$ cat config.mk
export PLATFORM = sky130hd
export DESIGN_NAME = tmc_timer_top
export DESIGN_NICKNAME = d
export VERILOG_FILES = /design/src/hdl/tmc_pkg.sv /design/src/hdl/tmc_pin_sync.sv /design/src/hdl/tmc_timer_top.sv
export SDC_FILE = /design/constraint.sdc
export NUM_CORES = 1
export LEC_CHECK = 0
export ABC_CLOCK_PERIOD_IN_PS = 2100
export BUFFER_PORTS_ARGS = -buffer_cell sky130_fd_sc_hd__buf_2
export CELL_PAD_IN_SITES_DETAIL_PLACEMENT = 2
export CELL_PAD_IN_SITES_GLOBAL_PLACEMENT = 2
export CORE_MARGIN = 2
export CORE_UTILIZATION = 30
export CTS_CLUSTER_DIAMETER = 80
export DETAILED_ROUTE_END_ITERATION = 8
export GPL_TIMING_DRIVEN = 0
export PLACE_DENSITY = 0.74
export SYNTH_ARGS = -nofsm -noshare
export SYNTH_HDL_FRONTEND = slang
export SYNTH_HIERARCHICAL = 1
export SYNTH_SLANG_ARGS = --single-unit
$ cat constraint.sdc
create_clock -name aclk -period 2.1 [get_ports aclk]
set_input_delay 0.105 -clock aclk [delete_from_list [all_inputs] [get_ports aclk]]
set_output_delay 0.105 -clock aclk [all_outputs]
set_load 0.05 [all_outputs]
$ cat src/hdl/tmc_pkg.sv
// Constants, field layout and mode type of the dual timer/counter mode control block.
// Assumes a single 50 MHz core clock and an AXI4-Lite register port with 8-bit byte addresses.

package tmc_pkg;

	// ****************************************
	// Register offsets
	// ****************************************
	localparam logic [7:0] TMC_ADDR_MODE = 8'h00;
	localparam logic [7:0] TMC_ADDR_CTRL = 8'h04;
	localparam logic [7:0] TMC_ADDR_CNT0 = 8'h08;
	localparam logic [7:0] TMC_ADDR_CNT1 = 8'h0C;
	localparam logic [7:0] TMC_ADDR_STAT = 8'h10;
	localparam logic [7:0] TMC_ADDR_MASK = 8'h14;

	// ****************************************
	// Field positions
	// ****************************************
	localparam int TMC_FIELD1_LSB = 4;
	localparam int TMC_QUAL_BIT = 3;
	localparam int TMC_CSEL_BIT = 2;
	localparam int TMC_RUN0_BIT = 4;
	localparam int TMC_FLAG0_BIT = 5;
	localparam int TMC_RUN1_BIT = 6;
	localparam int TMC_FLAG1_BIT = 7;

	// ****************************************
	// Reset values and timing
	// ****************************************
	localparam logic [7:0] TMC_MODE_RST = 8'h00;
	localparam logic [7:0] TMC_CNT_RST = 8'h00;
	localparam logic [1:0] TMC_STAT_RST = 2'h0;
	localparam logic [1:0] TMC_MASK_RST = 2'h0;
	localparam logic [3:0] TMC_TICK_DIV = 4'hC;
	localparam logic [3:0] TMC_TICK_LAST = TMC_TICK_DIV - 4'h1;

	// ****************************************
	// Bus answers and operating modes
	// ****************************************
	localparam logic [1:0] TMC_RESP_OKAY = 2'h0;
	localparam logic [1:0] TMC_RESP_SLVERR = 2'h2;

	typedef enum logic [1:0] {
		TMC_MODE_13,
		TMC_MODE_16,
		TMC_MODE_RELOAD,
		TMC_MODE_SPLIT
	} tmc_mode_t;

endpackage : tmc_pkg

$ cat src/hdl/tmc_pin_sync.sv
// Two-stage synchronisers with falling-edge detection for the event and gate pins.
// Assumes the pins are asynchronous to aclk and change no faster than a few clock periods.

`timescale 1ns/1ps
`default_nettype none

module tmc_pin_sync #(
	parameter int N = 4
) (
	input wire logic aclk,
	input wire logic aresetn,
	input wire logic [N-1:0] pin,
	output logic [N-1:0] level,
	output logic [N-1:0] fall
);

	// ****************************************
	// Per-pin synchroniser
	// ****************************************
	genvar i;
	generate
		for (i = 0; i < N; i++) begin : g_pin
			logic meta;
			logic prev;

			// The first stage feeds only the second; the edge is taken between the second and a third stage.
			always_ff @(posedge aclk) begin
				if (!aresetn) begin
					meta <= 1'b0;
					level[i] <= 1'b0;
					prev <= 1'b0;
					fall[i] <= 1'b0;
				end else begin
					meta <= pin[i];
					level[i] <= meta;
					prev <= level[i];
					fall[i] <= prev & ~level[i];
				end
			end
		end
	endgenerate

endmodule : tmc_pin_sync

`default_nettype wire

$ cat src/hdl/tmc_timer_top.sv
// Dual timer/counter with its mode register, run and overflow control, and an AXI4-Lite slave.
// Assumes one 50 MHz aclk, a synchronous active-low reset and asynchronous event and gate pins.

`timescale 1ns/1ps
`default_nettype none

module tmc_timer_top
	import tmc_pkg::*;
(
	input wire logic aclk,
	input wire logic aresetn,
	input wire logic [7:0] awaddr,
	input wire logic awvalid,
	output logic awready,
	input wire logic [31:0] wdata,
	input wire logic [3:0] wstrb,
	input wire logic wvalid,
	output logic wready,
	output logic [1:0] bresp,
	output logic bvalid,
	input wire logic bready,
	input wire logic [7:0] araddr,
	input wire logic arvalid,
	output logic arready,
	output logic [31:0] rdata,
	output logic [1:0] rresp,
	output logic rvalid,
	input wire logic rready,
	input wire logic event_pin_zero,
	input wire logic event_pin_one,
	input wire logic ext_pin_zero,
	input wire logic ext_pin_one,
	input wire logic service_ack_zero,
	input wire logic service_ack_one,
	output logic overflow_flag_zero,
	output logic overflow_flag_one,
	output logic irq
);

	// ****************************************
	// Declarations
	// ****************************************
	logic [7:0] timer_mode_select;
	logic run_bit_zero;
	logic run_bit_one;
	logic [1:0] stat;
	logic [1:0] mask;
	logic [7:0] low_count_byte_zero;
	logic [7:0] high_count_byte_zero;
	logic [7:0] low_count_byte_one;
	logic [7:0] high_count_byte_one;
	logic [7:0] wr_addr;
	logic [31:0] w_data;
	logic [3:0] w_strb;
	logic [3:0] tick_cnt;
	logic tick;
	logic [3:0] pin_level;
	logic [3:0] pin_fall;
	logic wr_go;
	logic wr_hit;
	logic mode_wr;
	logic ctrl_wr;
	logic cnt0_wr;
	logic cnt1_wr;
	logic stat_wr;
	logic mask_wr;
	logic [31:0] rd_data;
	logic rd_hit;
	tmc_mode_t mode_zero;
	tmc_mode_t mode_one;
	logic split;
	logic allow0;
	logic allow1;
	logic inc0;
	logic inc1;
	logic inc0_high;
	logic [16:0] step0;
	logic [16:0] step1;
	logic ovf_evt0;
	logic ovf_evt1;

	// One counting step of modes 0 to 2; returns overflow, new high byte and new low byte.
	function automatic logic [16:0] tmc_step(input tmc_mode_t m, input logic [7:0] tl, input logic [7:0] th);
		logic [13:0] s13;
		logic [16:0] s16;
		logic [8:0] s8;
		s13 = {1'b0, th, tl[4:0]} + 14'h0001;
		s16 = {1'b0, th, tl} + 17'h00001;
		s8 = {1'b0, tl} + 9'h001;
		tmc_step = {1'b0, th, tl};
		unique case (m)
			TMC_MODE_13: tmc_step = {s13[13], s13[12:5], tl[7:5], s13[4:0]};
			TMC_MODE_16: tmc_step = s16;
			TMC_MODE_RELOAD: tmc_step = {s8[8], th, (s8[8] ? th : s8[7:0])};
			TMC_MODE_SPLIT: tmc_step = {1'b0, th, tl};
		endcase
	endfunction : tmc_step

	// ****************************************
	// Pin synchronisers and internal tick
	// ****************************************
	tmc_pin_sync #(
		.N(4)
	) u_pin_sync (
		.aclk(aclk),
		.aresetn(aresetn),
		.pin({ext_pin_one, ext_pin_zero, event_pin_one, event_pin_zero}),
		.level(pin_level),
		.fall(pin_fall)
	);

	// Internal timer rate is one tick every TMC_TICK_DIV clocks.
	always_ff @(posedge aclk) begin
		if (!aresetn) begin
			tick_cnt <= 4'h0;
			tick <= 1'b0;
		end else begin
			tick <= (tick_cnt == TMC_TICK_LAST);
			tick_cnt <= (tick_cnt == TMC_TICK_LAST) ? 4'h0 : tick_cnt + 4'h1;
		end
	end

	// ****************************************
	// AXI4-Lite write channel
	// ****************************************
	// Address and data are each held until both have arrived; the response follows both.
	always_ff @(posedge aclk) begin
		if (!aresetn) begin
			awready <= 1'b1;
			wready <= 1'b1;
			bvalid <= 1'b0;
			bresp <= TMC_RESP_OKAY;
			wr_addr <= 8'h00;
			w_data <= 32'h00000000;
			w_strb <= 4'h0;
		end else begin
			if (awvalid && awready) begin
				awready <= 1'b0;
				wr_addr <= awaddr;
			end else if (bvalid && bready) begin
				awready <= 1'b1;
			end
			if (wvalid && wready) begin
				wready <= 1'b0;
				w_data <= wdata;
				w_strb <= wstrb;
			end else if (bvalid && bready) begin
				wready <= 1'b1;
			end
			if (wr_go) begin
				bvalid <= 1'b1;
				bresp <= wr_hit ? TMC_RESP_OKAY : TMC_RESP_SLVERR;
			end else if (bvalid && bready) begin
				bvalid <= 1'b0;
			end
		end
	end

	// Write decode; the low two address bits are ignored.
	always_comb begin
		wr_go = !awready && !wready && !bvalid;
		mode_wr = wr_go && ({wr_addr[7:2], 2'h0} == TMC_ADDR_MODE) && w_strb[0];
		ctrl_wr = wr_go && ({wr_addr[7:2], 2'h0} == TMC_ADDR_CTRL) && w_strb[0];
		cnt0_wr = wr_go && ({wr_addr[7:2], 2'h0} == TMC_ADDR_CNT0);
		cnt1_wr = wr_go && ({wr_addr[7:2], 2'h0} == TMC_ADDR_CNT1);
		stat_wr = wr_go && ({wr_addr[7:2], 2'h0} == TMC_ADDR_STAT) && w_strb[0];
		mask_wr = wr_go && ({wr_addr[7:2], 2'h0} == TMC_ADDR_MASK) && w_strb[0];
		wr_hit = (wr_addr[7:2] <= TMC_ADDR_MASK[7:2]);
	end

	// ****************************************
	// AXI4-Lite read channel
	// ****************************************
	// Read mux; reserved bits read as zero and unmapped offsets answer with an error.
	always_comb begin
		rd_data = 32'h00000000;
		rd_hit = 1'b1;
		unique case ({araddr[7:2], 2'h0})
			TMC_ADDR_MODE: rd_data[7:0] = timer_mode_select;
			TMC_ADDR_CTRL: rd_data[7:4] = {overflow_flag_one, run_bit_one, overflow_flag_zero, run_bit_zero};
			TMC_ADDR_CNT0: rd_data[15:0] = {high_count_byte_zero, low_count_byte_zero};
			TMC_ADDR_CNT1: rd_data[15:0] = {high_count_byte_one, low_count_byte_one};
			TMC_ADDR_STAT: rd_data[1:0] = stat;
			TMC_ADDR_MASK: rd_data[1:0] = mask;
			default: rd_hit = 1'b0;
		endcase
	end

	// One read under way at a time; data are captured at the address handshake.
	always_ff @(posedge aclk) begin
		if (!aresetn) begin
			arready <= 1'b1;
			rvalid <= 1'b0;
			rdata <= 32'h00000000;
			rresp <= TMC_RESP_OKAY;
		end else if (arvalid && arready) begin
			arready <= 1'b0;
			rvalid <= 1'b1;
			rdata <= rd_data;
			rresp <= rd_hit ? TMC_RESP_OKAY : TMC_RESP_SLVERR;
		end else if (rvalid && rready) begin
			rvalid <= 1'b0;
			arready <= 1'b1;
		end
	end

	// ****************************************
	// Mode and control registers
	// ****************************************
	// Both fields are loaded together from one byte.
	always_ff @(posedge aclk) begin
		if (!aresetn) begin
			timer_mode_select <= TMC_MODE_RST;
		end else if (mode_wr) begin
			timer_mode_select <= w_data[7:0];
		end
	end

	// Run bits are software-owned and steer counting.
	always_ff @(posedge aclk) begin
		if (!aresetn) begin
			run_bit_zero <= 1'b0;
			run_bit_one <= 1'b0;
		end else if (ctrl_wr) begin
			run_bit_zero <= w_data[TMC_RUN0_BIT];
			run_bit_one <= w_data[TMC_RUN1_BIT];
		end
	end

	// Overflow flags: an overflow in the same cycle as an acknowledge or a write still sets the flag.
	always_ff @(posedge aclk) begin
		if (!aresetn) begin
			overflow_flag_zero <= 1'b0;
			overflow_flag_one <= 1'b0;
		end else begin
			overflow_flag_zero <= ovf_evt0 | (ctrl_wr ? w_data[TMC_FLAG0_BIT] : (overflow_flag_zero & ~service_ack_zero));
			overflow_flag_one <= ovf_evt1 | (ctrl_wr ? w_data[TMC_FLAG1_BIT] : (overflow_flag_one & ~service_ack_one));
		end
	end

	// ****************************************
	// Interrupt status, mask and output
	// ****************************************
	// Sticky status, cleared by writing one; a new event wins over the clear.
	always_ff @(posedge aclk) begin
		if (!aresetn) begin
			stat <= TMC_STAT_RST;
			mask <= TMC_MASK_RST;
			irq <= 1'b0;
		end else begin
			stat <= {ovf_evt1, ovf_evt0} | (stat & ~(stat_wr ? w_data[1:0] : 2'h0));
			if (mask_wr) begin
				mask <= w_data[1:0];
			end
			irq <= |(stat & mask);
		end
	end

	// ****************************************
	// Counting control
	// ****************************************
	// Gating, clock source and mode selection for both timers.
	always_comb begin
		mode_zero = tmc_mode_t'(timer_mode_select[1:0]);
		mode_one = tmc_mode_t'(timer_mode_select[TMC_FIELD1_LSB+1:TMC_FIELD1_LSB]);
		split = (mode_zero == TMC_MODE_SPLIT);
		allow0 = run_bit_zero && (!timer_mode_select[TMC_QUAL_BIT] || pin_level[2]);
		allow1 = run_bit_one && (!timer_mode_select[TMC_FIELD1_LSB+TMC_QUAL_BIT] || pin_level[3]);
		inc0 = allow0 && (timer_mode_select[TMC_CSEL_BIT] ? pin_fall[0] : tick);
		inc1 = allow1 && (timer_mode_select[TMC_FIELD1_LSB+TMC_CSEL_BIT] ? pin_fall[1] : tick) &&
			(mode_one != TMC_MODE_SPLIT);
		inc0_high = split && run_bit_one && tick;
		step0 = tmc_step(mode_zero, low_count_byte_zero, high_count_byte_zero);
		step1 = tmc_step(mode_one, low_count_byte_one, high_count_byte_one);
		ovf_evt0 = inc0 && (split ? (low_count_byte_zero == 8'hFF) : step0[16]);
		ovf_evt1 = split ? (inc0_high && (high_count_byte_zero == 8'hFF)) : (inc1 && step1[16]);
	end

	// Timer zero counts; a software write to the count takes precedence over a step.
	always_ff @(posedge aclk) begin
		if (!aresetn) begin
			low_count_byte_zero <= TMC_CNT_RST;
			high_count_byte_zero <= TMC_CNT_RST;
		end else if (cnt0_wr) begin
			if (w_strb[0]) begin
				low_count_byte_zero <= w_data[7:0];
			end
			if (w_strb[1]) begin
				high_count_byte_zero <= w_data[15:8];
			end
		end else if (split) begin
			if (inc0) begin
				low_count_byte_zero <= low_count_byte_zero + 8'h01;
			end
			if (inc0_high) begin
				high_count_byte_zero <= high_count_byte_zero + 8'h01;
			end
		end else if (inc0) begin
			{high_count_byte_zero, low_count_byte_zero} <= step0[15:0];
		end
	end

	// Timer one counts; it is frozen when its own mode field selects split.
	always_ff @(posedge aclk) begin
		if (!aresetn) begin
			low_count_byte_one <= TMC_CNT_RST;
			high_count_byte_one <= TMC_CNT_RST;
		end else if (cnt1_wr) begin
			if (w_strb[0]) begin
				low_count_byte_one <= w_data[7:0];
			end
			if (w_strb[1]) begin
				high_count_byte_one <= w_data[15:8];
			end
		end else if (inc1) begin
			{high_count_byte_one, low_count_byte_one} <= step1[15:0];
		end
	end
endmodule : tmc_timer_top

`default_nettype wire

==> summary.md <==
| Metric | Value |
|---|---|
| Period utilization | `1.032` |
| Tmin final | `2167 ps` |
| Sink Count | `113` |
| Worst-path clk slew | `60 ps` |
| Core Area | `0.02102 mm²` |
| Final core occ | `0.4207` |
| Max Slew Vio Count | `0` |
| Worst-Skew Late Latency | `430 ps` |
| Multi-input gate area | `0.004202 mm²` |
| Max cap viols | `0` |
| Crit Path Category | `flip-flop to flip-flop` |
| Nets | `1032` |
| Seq. cell area | `0.002312 mm²` |
| Delay-heaviest family, CP | `simple AND/OR/NAND/NOR gates` |
| Via density | `5.800` |
| Data arrival, critical path | `2440 ps` |
| Die width | `150.1 µm` |
| WP data required | `2380 ps` |
| CP Capture Type | `flip-flop` |
| Boundary Pins | `109` |
| Fraction of layout cells with a size suffix above 1 | `0.2953` |
| Gate Count Post-Synth | `798` |
| Core Rows | `53` |
| Max transition margin | `0.3675` |
| Root Driver | `clkbuf_16` |
| Detailed Route WL | `30310 µm` |
| Placed Cells | `1157` |
| Failing checks | `setup timing` |
| Total power | `5597 µW` |
| Worst setup margin | `-67.50 ps` |
| # fillers | `2359` |
| Global-route wire length before repair | `45310 µm` |
| Congestion Overflow GR | `0` |
| Worst hold path class | `input port to flip-flop` |
| Clock skew | `10.95 ps` |
| # setup viols final | `9` |
| DR vias | `7238` |
| Cell Chain, Critical Path | `or4_4, or3_4, mux2i_4, a32oi_1, o22ai_1` |
| Startpoint types | `flip-flop` |
| Final instance area | `0.008843 mm²` |
| Vias in the first global route | `7628` |
| HPWL Detailed | `20340 µm` |
| Outcome | `finished with violations` |
| GP Congestion | `0.8531` |
| CP Buf/Inv Count | `0` |
| P_sw | `1635 µW` |
| Final Hold Fails | `0` |
| Combinational Power Share | `0.100` |
| RSZ-0062 raised after global routing | `yes` |
| Clock Tree Buf Depth | `2` |
| Synthesized cell area | `0.006407 mm²` |
| CTS tree | `done` |
| DRC | `0` |
| Area post-placement | `0.007166 mm²` |
| Worst IR drop on VDD | `0.4717 mV` |
| Max stage delay cell, worst path | `or4_4` |
| Pwr Density | `632.9 mW/mm²` |
| Syn avg cell area | `8.029 µm²` |
| Crit-path max FO | `7` |
| Largest net degree at the start of global routing | `17` |
| Layout area overhead | `38.02%` |
| Sequential share of power | `0.404` |
| DIE AREA | `0.02254 mm²` |
| Routed WL per cell | `24.29 µm` |
| P_leak | `0.003424 µW` |
| Maximum clock rate | `461.4 MHz` |
| Starting Density | `0.3048` |
| Initial antenna violation count | `0` |
| Total CTS buffers | `17` |
| Dpl ws | `-803.9 ps` |
| Power share of the clock group | `0.496` |
| H-tree levels | `4` |
| Total GRT Usage | `0.2668` |
| Post-Layout Cell Count | `1248` |
| Warnings from Yosys | `6` |
| Die H | `150.1 µm` |
| IO Port Bufs | `67` |
| Max stage delay on crit path | `560 ps` |
| ANT nets after route | `0` |
| Worst-Margin Slew | `948.8 ps` |
| Switch share | `0.2921` |
| Cell internal pwr | `3962 µW` |
| Initial drt markers | `490` |
| DRT Pass-1 Iters | `5` |
==> registers in the layout, indices dropped and copies added, names as in the netlist, 2 cells and up <==
register,cells
high_count_byte_one,8
high_count_byte_zero,8
low_count_byte_one,8
low_count_byte_zero,8
mask,2
rdata,16
stat,2
tick_cnt,4
timer_mode_select,8
u_pin_sync/fall,2
u_pin_sync/g_pin.meta,4
u_pin_sync/g_pin.prev,2
u_pin_sync/level,4
w_data,16
w_strb,2
wr_addr,6
==> worst register-to-register path, cell delays in order (launching register included) <==
cell     delay (ps)
dfxtp_4         350
or4_4           560
or3_4           490
mux2i_4         280
a32oi_1         230
o22ai_1         110
==> worst paths after layout <==
| kind | start | end | slack (ps) | depth (start not counted) |
|---|---|---|---|---|
| max | wr_addr[4] | high_count_byte_zero[4] | -70 | 5 |
| min | service_ack_zero | overflow_flag_zero | 80 | 4 |
| max reg2reg | wr_addr[4] | high_count_byte_zero[4] | -70 | 5 |
| min reg2reg | u_pin_sync/g_pin[0].meta | u_pin_sync/level[0] | 440 | 1 |
==> cell type report <==
type                       count  area share
multi-input combinational    608      0.4751
sequential                   113      0.2615
timing repair buffer         138      0.1094
clock buffer                  18     0.04966
buffer                        64     0.04457
tap                          275     0.03891
clock inverter                14     0.01344
inverter                      17    0.007216
antenna                        1   0.0002830
==> power groups by stage <==
stage | registers, µW | clock network (µW) | logic, µW
4_1_cts | 2270 | 2800 | 519
6_report | 2260 | 2780 | 558
3_5_place_dp | 2310 | 0 | 443
2_1_floorplan | 2310 | 0 | 264
3_3_place_gp | 2310 | 0 | 433
5_1_grt | 2260 | 2910 | 597
==> layout by cell type (no fill, tap or decap), types with 10 or more instances in the layout <==
cell,n
dfxtp_1,91
nand2_1,90
buf_2,70
a21oi_1,62
buf_4,53
nor2_1,51
dlygate4sd3_1,32
mux2i_1,30
nand3_1,26
o21ai_0,25
clkbuf_1,23
nand4_1,22
nor3_1,19
conb_1,18
clkbuf_16,17
inv_1,15
o211ai_1,13
a31oi_1,13
dfxtp_2,13
clkbuf_2,10
==> metrics by stage <==
| stage | hold WS [ps] | TNS (ps) |
|---|---|---|
| 2_1_floorplan | 232.3 | 0 |
| 3_3_place_gp | 314.5 | -24250 |
| 3_5_place_dp | 318.4 | -27140 |
| 4_1_cts | 76.57 | -477.3 |
| 5_1_grt | 142.0 | -1504 |
| 6_report | 84.57 | -323.6 |
==> layer usage <==
layer	vias to the layer above	routed length (µm)	global-route usage
met5	-	0	0
met1	3644	13000	0.3382
met2	273	14860	0.4578
met3	50	1663	0.04545
met4	0	792	0.09151
li1	3271	-	-
==> timing repair <==
item,CTS,global route
gates cloned,0,2
pin swaps,15,20
hold endpoints to repair,33,0
setup buffers,16,22
hold buffers,32,0
endpoints found under the setup margin,58,55
resized for setup,88,74
(Power assumes the default switching activity.)
